`src/inc/tdma_pkg.sv`:
```
// Purpose: constants and types for the two-channel transfer engine
// Assumes: 32-bit AHB-Lite register access, byte-wide 64K memory map
// Notes:   all register offsets are word aligned byte addresses
package tdma_pkg;
   localparam int unsigned AW         = 16;
   localparam int unsigned DW         = 8;
   localparam int unsigned NCH        = 2;
   localparam int unsigned NREQ       = 25;
   localparam int unsigned FIFO_DEPTH = 8;

   // Register byte offsets
   localparam logic [7:0] OFS_INDEX   = 8'h00;
   localparam logic [7:0] OFS_MODE1   = 8'h04;
   localparam logic [7:0] OFS_MODE2   = 8'h08;
   localparam logic [7:0] OFS_SRC     = 8'h0C;
   localparam logic [7:0] OFS_DST     = 8'h10;
   localparam logic [7:0] OFS_CNT     = 8'h14;

   // index_and_status_reg fields
   localparam int unsigned IS_FLAG0   = 0;
   localparam int unsigned IS_SWTRIG  = 2;
   localparam int unsigned IS_BUSY0   = 4;
   localparam int unsigned IS_BANK    = 7;

   // channel_mode_first fields
   localparam int unsigned M1_EN      = 0;
   localparam int unsigned M1_BURST   = 1;
   localparam int unsigned M1_SRC_LSB = 2;
   localparam int unsigned M1_DST_LSB = 4;
   localparam int unsigned M1_AUTO    = 6;
   localparam int unsigned M1_WRLD    = 7;

   // chanN_mode_second: request source number in low bits, 0 means software only
   localparam int unsigned M2_SEL_W   = 5;

   localparam logic [7:0]    RST_MODE = 8'h00;
   localparam logic [AW-1:0] RST_WORD = 16'h0000;
   localparam logic [AW-1:0] CNT_LAST = 16'h0000;

   typedef enum logic [1:0] {
      STEP_HOLD = 2'b00,
      STEP_INC  = 2'b01,
      STEP_DEC  = 2'b10,
      STEP_RSV  = 2'b11
   } tdma_step_e;

   typedef enum logic [1:0] {
      ST_IDLE = 2'b00,
      ST_READ = 2'b01,
      ST_CAPT = 2'b10
   } tdma_state_e;

   typedef struct packed {
      logic [AW-1:0] addr;
      logic [DW-1:0] data;
   } tdma_xfer_s;
endpackage

```
`src/core/tdma_ctrl.sv`:
```
// Purpose: two-channel memory-to-memory byte transfer engine with AHB-Lite registers
// Assumes: single clock, memory read data valid one cycle after the read strobe
// Notes:   write side drains through an 8-entry buffer and may be stalled
//          busy bits name the channel that owns the engine
`timescale 1ns/1ps

module tdma_fifo #(
   parameter int unsigned WIDTH = 24,
   parameter int unsigned DEPTH = 8
) (
   input  wire logic             clk,
   input  wire logic             rst,
   input  wire logic             in_valid,
   output logic                  in_ready,
   input  wire logic [WIDTH-1:0] in_data,
   output logic                  out_valid,
   input  wire logic             out_ready,
   output logic      [WIDTH-1:0] out_data
);
   localparam int unsigned PW = $clog2(DEPTH);

   logic [WIDTH-1:0] mem [DEPTH];
   logic [PW-1:0]    wr_ptr;
   logic [PW-1:0]    rd_ptr;
   logic [PW:0]      level;
   logic             push;
   logic             pop;

   // Level is one bit wider than the pointers so full differs from empty
   assign in_ready  = (level != (PW + 1)'(DEPTH));
   assign out_valid = (level != '0);
   assign out_data  = mem[rd_ptr];
   assign push      = in_valid && in_ready;
   assign pop       = out_valid && out_ready;

   always_ff @(posedge clk) begin
      if (push) begin
         mem[wr_ptr] <= in_data;
      end
   end

   always_ff @(posedge clk or posedge rst) begin
      if (rst) begin
         wr_ptr <= '0;
         rd_ptr <= '0;
         level  <= '0;
      end else begin
         if (push) begin
            wr_ptr <= (wr_ptr == PW'(DEPTH - 1)) ? '0 : wr_ptr + 1'b1;
         end
         if (pop) begin
            rd_ptr <= (rd_ptr == PW'(DEPTH - 1)) ? '0 : rd_ptr + 1'b1;
         end
         case ({push, pop})
            2'b10:   level <= level + 1'b1;
            2'b01:   level <= level - 1'b1;
            default: level <= level;
         endcase
      end
   end
endmodule // tdma_fifo

module tdma_ctrl (
   input  wire logic                        clk,
   input  wire logic                        rst,
   input  wire logic                        hsel,
   input  wire logic [31:0]                 haddr,
   input  wire logic [1:0]                  htrans,
   input  wire logic                        hwrite,
   input  wire logic [2:0]                  hsize,
   input  wire logic [31:0]                 hwdata,
   input  wire logic                        hready,
   output logic                             hreadyout,
   output logic                             hresp,
   output logic      [31:0]                 hrdata,
   input  wire logic [tdma_pkg::NREQ-1:0]   req_in,
   output logic                             mem_rd_en,
   output logic      [tdma_pkg::AW-1:0]     mem_rd_addr,
   input  wire logic [tdma_pkg::DW-1:0]     mem_rd_data,
   output logic                             mem_wr_en,
   output logic      [tdma_pkg::AW-1:0]     mem_wr_addr,
   output logic      [tdma_pkg::DW-1:0]     mem_wr_data,
   input  wire logic                        mem_wr_ready,
   output logic      [tdma_pkg::NCH-1:0]    irq_chan
);
   localparam int unsigned AW = tdma_pkg::AW;
   localparam int unsigned XW = $bits(tdma_pkg::tdma_xfer_s);

   // Register storage, one bank per channel
   logic [7:0]                   mode1   [tdma_pkg::NCH];
   logic [7:0]                   mode2   [tdma_pkg::NCH];
   logic [AW-1:0]                src_wk  [tdma_pkg::NCH];
   logic [AW-1:0]                dst_wk  [tdma_pkg::NCH];
   logic [AW-1:0]                cnt_wk  [tdma_pkg::NCH];
   logic [AW-1:0]                src_rl  [tdma_pkg::NCH];
   logic [AW-1:0]                dst_rl  [tdma_pkg::NCH];
   logic [AW-1:0]                cnt_rl  [tdma_pkg::NCH];
   logic                         bank;
   logic [tdma_pkg::NCH-1:0]     flag;
   logic [tdma_pkg::NCH-1:0]     pend;
   logic [tdma_pkg::NCH-1:0]     busy;
   logic [tdma_pkg::NCH-1:0]     flag_clr;

   // Bus slave state
   logic                         wr_pend;
   logic [7:0]                   wr_ofs;
   logic                         rd_take;
   logic                         wr_take;
   logic                         wr_now;
   logic [15:0]                  wd;

   // Engine state
   tdma_pkg::tdma_state_e        state;
   logic                         act;
   logic                         pick;
   logic                         pick_ok;
   logic                         capt;
   logic                         uflow;
   logic [tdma_pkg::NCH-1:0]     hw_hit;
   logic [tdma_pkg::NCH-1:0]     sw_hit;
   logic                         fifo_in_ready;
   logic                         fifo_out_valid;
   tdma_pkg::tdma_xfer_s         fifo_in;
   tdma_pkg::tdma_xfer_s         fifo_out;

   function automatic logic [15:0] step_addr(input logic [15:0] a, input logic [1:0] m);
      case (tdma_pkg::tdma_step_e'(m))
         tdma_pkg::STEP_INC: step_addr = a + 16'h0001;
         tdma_pkg::STEP_DEC: step_addr = a - 16'h0001;
         default:            step_addr = a;
      endcase
   endfunction

   function automatic logic req_hit(input logic [tdma_pkg::NREQ-1:0] r,
                                    input logic [tdma_pkg::M2_SEL_W-1:0] sel);
      req_hit = 1'b0;
      for (int i = 0; i < tdma_pkg::NREQ; i++) begin
         if (sel == tdma_pkg::M2_SEL_W'(i + 1)) begin
            req_hit = r[i];
         end
      end
   endfunction

   // AHB-Lite slave: zero wait except one stall when a read follows a write
   assign rd_take   = hsel && htrans[1] && !hwrite && hready;
   assign wr_take   = hsel && htrans[1] && hwrite && hready;
   assign hreadyout = !(wr_pend && hsel && htrans[1] && !hwrite);
   assign hresp     = 1'b0;
   assign wr_now    = wr_pend;
   assign wd        = hwdata[15:0];

   always_ff @(posedge clk or posedge rst) begin
      if (rst) begin
         wr_pend <= 1'b0;
         wr_ofs  <= 8'h00;
      end else begin
         wr_pend <= wr_take;
         if (wr_take) begin
            wr_ofs <= haddr[7:0];
         end
      end
   end

   always_ff @(posedge clk or posedge rst) begin
      if (rst) begin
         hrdata <= 32'h0000_0000;
      end else if (rd_take) begin
         case (haddr[7:0])
            tdma_pkg::OFS_INDEX: hrdata <= {24'h00_0000,
                                             bank, 1'b0,
                                             busy, 2'b00,
                                             flag};
            tdma_pkg::OFS_MODE1: hrdata <= {24'h00_0000, mode1[bank]};
            tdma_pkg::OFS_MODE2: hrdata <= {24'h00_0000, mode2[bank]};
            tdma_pkg::OFS_SRC:   hrdata <= {16'h0000, src_wk[bank]};
            tdma_pkg::OFS_DST:   hrdata <= {16'h0000, dst_wk[bank]};
            tdma_pkg::OFS_CNT:   hrdata <= {16'h0000, cnt_wk[bank]};
            default:             hrdata <= 32'h0000_0000;
         endcase
      end
   end

   // Bank select and mode registers
   always_ff @(posedge clk or posedge rst) begin
      if (rst) begin
         bank <= 1'b0;
         for (int c = 0; c < tdma_pkg::NCH; c++) begin
            mode1[c] <= tdma_pkg::RST_MODE;
            mode2[c] <= tdma_pkg::RST_MODE;
         end
      end else if (wr_now) begin
         case (wr_ofs)
            tdma_pkg::OFS_INDEX: bank <= wd[tdma_pkg::IS_BANK];
            tdma_pkg::OFS_MODE1: mode1[bank] <= wd[7:0];
            tdma_pkg::OFS_MODE2: mode2[bank] <= wd[7:0];
            default: ;
         endcase
      end
   end

   // Request detection: hardware source or software trigger to selected bank
   generate
      for (genvar c = 0; c < tdma_pkg::NCH; c++) begin : g_req
         assign hw_hit[c] = req_hit(req_in, mode2[c][tdma_pkg::M2_SEL_W-1:0]);
         assign sw_hit[c] = wr_now && wr_ofs == tdma_pkg::OFS_INDEX
                            && wd[tdma_pkg::IS_SWTRIG] && wd[tdma_pkg::IS_BANK] == c;
      end
   endgenerate

   // Pending requests; a new request wins over the clear on service start
   always_ff @(posedge clk or posedge rst) begin
      if (rst) begin
         pend <= '0;
      end else begin
         for (int c = 0; c < tdma_pkg::NCH; c++) begin
            if (hw_hit[c] || sw_hit[c]) begin
               pend[c] <= 1'b1;
            end else if (state == tdma_pkg::ST_IDLE && pick_ok && pick == c) begin
               pend[c] <= 1'b0;
            end
         end
      end
   end

   // Fixed priority, channel 0 first
   always_comb begin
      pick    = 1'b0;
      pick_ok = 1'b0;
      if (pend[0] && mode1[0][tdma_pkg::M1_EN]) begin
         pick_ok = 1'b1;
      end else if (pend[1] && mode1[1][tdma_pkg::M1_EN]) begin
         pick    = 1'b1;
         pick_ok = 1'b1;
      end
   end

   // Busy per channel; a stalled read still counts as busy
   always_comb begin
      busy = '0;
      if (state != tdma_pkg::ST_IDLE) begin
         busy[act] = 1'b1;
      end
   end

   // Write one to clear; only a write to the index register counts
   assign flag_clr = (wr_now && wr_ofs == tdma_pkg::OFS_INDEX)
                     ? wd[tdma_pkg::IS_FLAG0 +: tdma_pkg::NCH] : '0;

   // Buffer space is checked before the read so captured data is never dropped
   assign mem_rd_en   = state == tdma_pkg::ST_READ && fifo_in_ready;
   assign mem_rd_addr = src_wk[act];
   assign capt        = state == tdma_pkg::ST_CAPT;
   assign uflow       = capt && cnt_wk[act] == tdma_pkg::CNT_LAST;
   assign fifo_in     = '{addr: dst_wk[act], data: mem_rd_data};

   // Engine: read cycle then capture cycle per byte
   always_ff @(posedge clk or posedge rst) begin
      if (rst) begin
         state <= tdma_pkg::ST_IDLE;
         act   <= 1'b0;
      end else begin
         case (state)
            tdma_pkg::ST_IDLE: begin
               if (pick_ok) begin
                  act   <= pick;
                  state <= tdma_pkg::ST_READ;
               end
            end
            tdma_pkg::ST_READ: begin
               if (fifo_in_ready) begin
                  state <= tdma_pkg::ST_CAPT;
               end
            end
            tdma_pkg::ST_CAPT: begin
               if (mode1[act][tdma_pkg::M1_BURST] && !uflow
                   && mode1[act][tdma_pkg::M1_EN]) begin
                  state <= tdma_pkg::ST_READ;
               end else begin
                  state <= tdma_pkg::ST_IDLE;
               end
            end
            default: state <= tdma_pkg::ST_IDLE;
         endcase
      end
   end

   // Working and reload registers; a bus write overrides an engine step
   always_ff @(posedge clk or posedge rst) begin
      if (rst) begin
         for (int c = 0; c < tdma_pkg::NCH; c++) begin
            src_wk[c] <= tdma_pkg::RST_WORD;
            dst_wk[c] <= tdma_pkg::RST_WORD;
            cnt_wk[c] <= tdma_pkg::RST_WORD;
            src_rl[c] <= tdma_pkg::RST_WORD;
            dst_rl[c] <= tdma_pkg::RST_WORD;
            cnt_rl[c] <= tdma_pkg::RST_WORD;
         end
      end else begin
         if (capt) begin
            if (uflow && mode1[act][tdma_pkg::M1_AUTO]) begin
               src_wk[act] <= src_rl[act];
               dst_wk[act] <= dst_rl[act];
               cnt_wk[act] <= cnt_rl[act];
            end else begin
               src_wk[act] <= step_addr(src_wk[act],
                  mode1[act][tdma_pkg::M1_SRC_LSB +: 2]);
               dst_wk[act] <= step_addr(dst_wk[act],
                  mode1[act][tdma_pkg::M1_DST_LSB +: 2]);
               cnt_wk[act] <= cnt_wk[act] - 16'h0001;
            end
         end
         if (wr_now) begin
            case (wr_ofs)
               tdma_pkg::OFS_SRC: begin
                  src_rl[bank] <= wd;
                  if (mode1[bank][tdma_pkg::M1_WRLD]) begin
                     src_wk[bank] <= wd;
                  end
               end
               tdma_pkg::OFS_DST: begin
                  dst_rl[bank] <= wd;
                  if (mode1[bank][tdma_pkg::M1_WRLD]) begin
                     dst_wk[bank] <= wd;
                  end
               end
               tdma_pkg::OFS_CNT: begin
                  cnt_rl[bank] <= wd;
                  if (mode1[bank][tdma_pkg::M1_WRLD]) begin
                     cnt_wk[bank] <= wd;
                  end
               end
               default: ;
            endcase
         end
      end
   end

   // Underflow flags: write one to clear, a new underflow wins
   always_ff @(posedge clk or posedge rst) begin
      if (rst) begin
         flag     <= '0;
         irq_chan <= '0;
      end else begin
         for (int c = 0; c < tdma_pkg::NCH; c++) begin
            irq_chan[c] <= uflow && act == c;
            if (uflow && act == c) begin
               flag[c] <= 1'b1;
            end else if (flag_clr[c]) begin
               flag[c] <= 1'b0;
            end
         end
      end
   end

   // Write side drains the buffer at the memory's own pace
   tdma_fifo #(
      .WIDTH (XW),
      .DEPTH (tdma_pkg::FIFO_DEPTH)
   ) u_fifo (
      .clk       (clk),
      .rst       (rst),
      .in_valid  (capt),
      .in_ready  (fifo_in_ready),
      .in_data   (fifo_in),
      .out_valid (fifo_out_valid),
      .out_ready (mem_wr_ready),
      .out_data  (fifo_out)
   );

   assign mem_wr_en   = fifo_out_valid;
   assign mem_wr_addr = fifo_out.addr;
   assign mem_wr_data = fifo_out.data;
endmodule // tdma_ctrl

```
`config.mk`:
```
export PLATFORM = sky130hd
export DESIGN_NAME = tdma_ctrl
export DESIGN_NICKNAME = d
export VERILOG_FILES = /design/src/inc/tdma_pkg.sv /design/src/core/tdma_ctrl.sv
export SDC_FILE = /design/constraint.sdc
export NUM_CORES = 1
export LEC_CHECK = 0
export BUFFER_PORTS_ARGS = -buffer_cell sky130_fd_sc_hd__buf_2
export CORE_ASPECT_RATIO = 0.7
export CORE_MARGIN = 1.5
export CORE_UTILIZATION = 28
export DETAILED_ROUTE_END_ITERATION = 12
export GPL_TIMING_DRIVEN = 0
export PLACE_DENSITY_LB_ADDON = 0.08
export SYNTH_ARGS = -nofsm -noshare
export SYNTH_HDL_FRONTEND = slang
export SYNTH_HIERARCHICAL = 1
export SYNTH_SLANG_ARGS = --single-unit
```
`constraint.sdc`:
```
create_clock -name clk -period 13.5 [get_ports clk]
set_input_delay 1.35 -clock clk [delete_from_list [all_inputs] [get_ports clk]]
set_output_delay 1.35 -clock clk [all_outputs]
set_load 0.1 [all_outputs]
```
==> results_dict.tcl <==
set metrics [dict create \
    clk_latency_ns 0.62 \
    min_to "wr_ofs[6]$_DFFE_PP0P_" \
    h-tree-depth 2 \
    ant_nets 0 \
    start_util 0.282 \
    power.density_mw_per_mm2 248 \
    nNetsFinal 2501 \
    grt_pass1_vias 18360 \
    grt_busiest_layer "met1" \
    period_share 0.595 \
    place.gp.congestion 0.980 \
    regToRegStartpoint "act$_DFFE_PP0P_" \
    viasPerCell 5.39 \
    path_max_fanout 18 \
    start_kind "register" \
    die_h_um 249 \
    grt_setup_unrepaired "no" \
    synth_top_area_frac 0.277 \
    yosysTopAreaCell "dfrtp_1" \
    slowest_stage "buf_1" \
    r2r_slack_ns 5.47 \
    wl_per_cell_um 28.4 \
    tightest_slew_ns 1.48 \
    status "finished, violations left" \
    yosys-top-cells-area "dfrtp_1, edfxtp_1, mux2_2" \
    fmax_mhz 125 \
    yosysUniqueCellTypes 84 \
    p_leak_nw 11.2 \
    violations "max-capacitance violations" \
    slew_headroom 0.00904 \
    syn_inst 2140 \
    grt-ovfl-total 0 \
    reg2reg_depth 19 \
    skew_ns 0.0311 \
    root_buffer "clkbuf_16" \
    setup_viol 0 \
    track_usage 0.225 \
    peakVddDrop_v 0.000159 \
    dieArea_mm2 0.0886 \
    synth_seq_area_share 0.514 \
    ctsHoldBuffers 0 \
    cts.sinks 461 \
    drc 0 \
    holdPathStages 2 \
    dp_hpwl_mm 75.0 \
    syn-cell-area_mm2 0.0243 \
    design_area_mm2 0.0286 \
    cp_slowest_stage_delay_ns 0.77 \
    boundaryPins 186 \
    hold_viol 0 \
    synthFlopType "dfrtp_1" \
    async_reset_ff_frac 0.584 \
    num_vias 19122 \
    hold-worst-slack_ns 0.476 \
    maxCapViolCount 1 \
    cts_made_buffers 52 \
    dpl_cell_area_mm2 0.0267 \
    tns_ns 0 \
    rows 90 \
    cts_setup_buffers 0 \
    syn_avg_cell_area_um2 11.4 \
    timing.rr.end "dst_wk[30]$_DFF_PP0_" \
    required_ns 14.00 \
    period_needed_ns 8.03 \
    drive_gt1_frac 0.209 \
    cts_tree "yes" \
    cts_resized 0 \
    portBuffers 120 \
    synth-edff-count 192 \
    critPathTopFamily "buffers and inverters" \
    grt_antenna_before_repair 4 \
    wirelength_mm 101 \
    crit_chain "buf_6 -> buf_6 -> clkbuf_1 -> buf_2 -> buf_1 -> clkbuf_1 -> mux2i_1 -> ha_1 -> inv_1 -> fa_1 -> nor2b_1 -> o21ai_0 -> a21boi_0 -> o21ai_0 -> o211ai_1 -> o41ai_1 -> xor2_1 -> o2111ai_1 -> o211a_1" \
    slew_viol_final 0 \
    clkSlewWorstSetupHoldPaths_ns 0.06 \
    hp-class "register to register" \
    grt_max_degree 113 \
    grt_pass1_wl_mm 143 \
    clockBufferDepth 3 \
    arrival_ns 8.52 \
    crit_path_end_kind "register" \
    syn_to_final_growth_pct 17.5 \
    crit_buf_inv 7 \
    use_met2 0.294 \
    holdCritStartpoint "wr_ofs[6]$_DFFE_PP0P_" \
    die_w_um 355 \
    firstDrtPassIters 7 \
    fp.coreArea_mm2 0.0860 \
    setup.worst_path.class "register to register" \
    initialDrtViolationCount 1964 \
    grtUsageMet3 0.0574 \
    use_met1 0.361 \
    yosysWarnings 6 \
    ys_ff_latch 461 \
]
layer usage:
layer | routed length (um) | vias up
met3 | 9850 | 114
met5 | 0 | -
met2 | 38700 | 801
li1 | - | 8450
met4 | 1880 | 0
met1 | 50400 | 9757
through the flow:
step / total power [mW] / utilization / setup WS (ns) / cells
6_report: 7.08 / 0.332 / 5.47 / 3545
2_1_floorplan: 4.45 / - / 5.02 / 2156
3_3_place_gp: 5.50 / 0.307 / 0.966 / 3426
4_1_cts: 7.08 / 0.332 / 5.78 / 3543
5_1_grt: 7.42 / 0.332 / 5.31 / 3543
3_5_place_dp: 5.55 / 0.311 / 5.84 / 3447
where the power goes:
part           internal, mW  switching [mW]  leakage (nW)  total [mW]
registers              1.75           0.287          5.01        2.04
clock network         0.892           0.613         0.886        1.51
logic                  1.08            2.45          5.35        3.53
total                  3.73            3.35          11.2        7.08
registers in the layout, summed over array words and instances (netlist names), 32 cells and up:
name	count
dst_rl	32
dst_wk	32
src_rl	32
cnt_rl	32
u_fifo/mem	192
cnt_wk	32
src_wk	32
kinds of logic (layout without fill, tap and decap cells):
kind of cell	count (synthesis)	in the layout	share of synthesized area
flip-flops	461	461	0.514
AO/OA/AOI/OAI	547	547	0.142
adder cells (fa/ha/maj)	42	42	0.0226
XOR/XNOR	33	33	0.0119
other	1	19	0.000154
buffers and inverters	194	431	0.0387
multiplexers	300	300	0.165
AND/OR/NAND/NOR	562	562	0.106
cell usage after synthesis (all sizes together), types with 15 or more instances:
cell type / count
o21ai: 142
inv: 35
a31oi: 23
nor3b: 17
mux4: 50
a211oi: 46
mux2i: 65
xor2: 16
clkbuf: 99
xnor2: 17
ha: 39
mux2: 185
buf: 59
edfxtp: 192
dfrtp: 269
o211ai: 38
a22oi: 15
o21a: 15
nand3: 33
nor3: 46
nand2b: 15
nor2: 183
a21oi: 157
nand2: 199
tightest hold or removal path, stage by stage, from the launching register on:
cell and delay (ns):
dfrtp_1 0.34, nand2_1 0.05, nand2_1 0.06
cell usage in the layout, fill, tap and decap left out, types with 16 or more instances in the layout:
cell type / count
nor3b_1: 17
o21ai_0: 131
buf_2: 131
a211oi_1: 45
nand2_1: 198
dfrtp_1: 269
edfxtp_1: 192
buf_4: 24
o211ai_1: 38
buf_6: 26
clkbuf_16: 54
clkbuf_1: 104
xor2_1: 16
ha_1: 39
nor2_1: 177
nor3_1: 40
a21oi_1: 157
a31oi_1: 23
mux2i_1: 65
nand3_1: 33
inv_1: 33
mux2_2: 185
mux4_1: 39
xnor2_1: 17
conb_1: 17
how the worst max path moves through the flow:
stage	endpoint	startpoint	slack (ns)	depth (start not counted)
5_1_grt	dst_wk[30]$_DFF_PP0_	act$_DFFE_PP0P_	5.31	19
3_5_place_dp	dst_wk[30]$_DFF_PP0_	act$_DFFE_PP0P_	5.84	19
3_3_place_gp	src_rl[18]$_DFFE_PP0P_	rst	0.97	2
6_report	dst_wk[30]$_DFF_PP0_	act$_DFFE_PP0P_	5.47	19
2_1_floorplan	act$_DFFE_PP0P_	rst	5.02	1
4_1_cts	dst_wk[30]$_DFF_PP0_	act$_DFFE_PP0P_	5.78	19
area by class of cell:
type | instances | area, um2
Buffer | 158 | 806
Tap cell | 1150 | 1440
Timing Repair Buffer | 141 | 885
Antenna cell | 2 | 5.00
Sequential cell | 461 | 12500
Clock inverter | 28 | 310
Clock buffer | 68 | 1490
Inverter | 36 | 143
Multi-Input combinational cell | 1501 | 11000
Fill cell | 8676 | 57500
No activity file was read; power rests on OpenSTA's default activity.
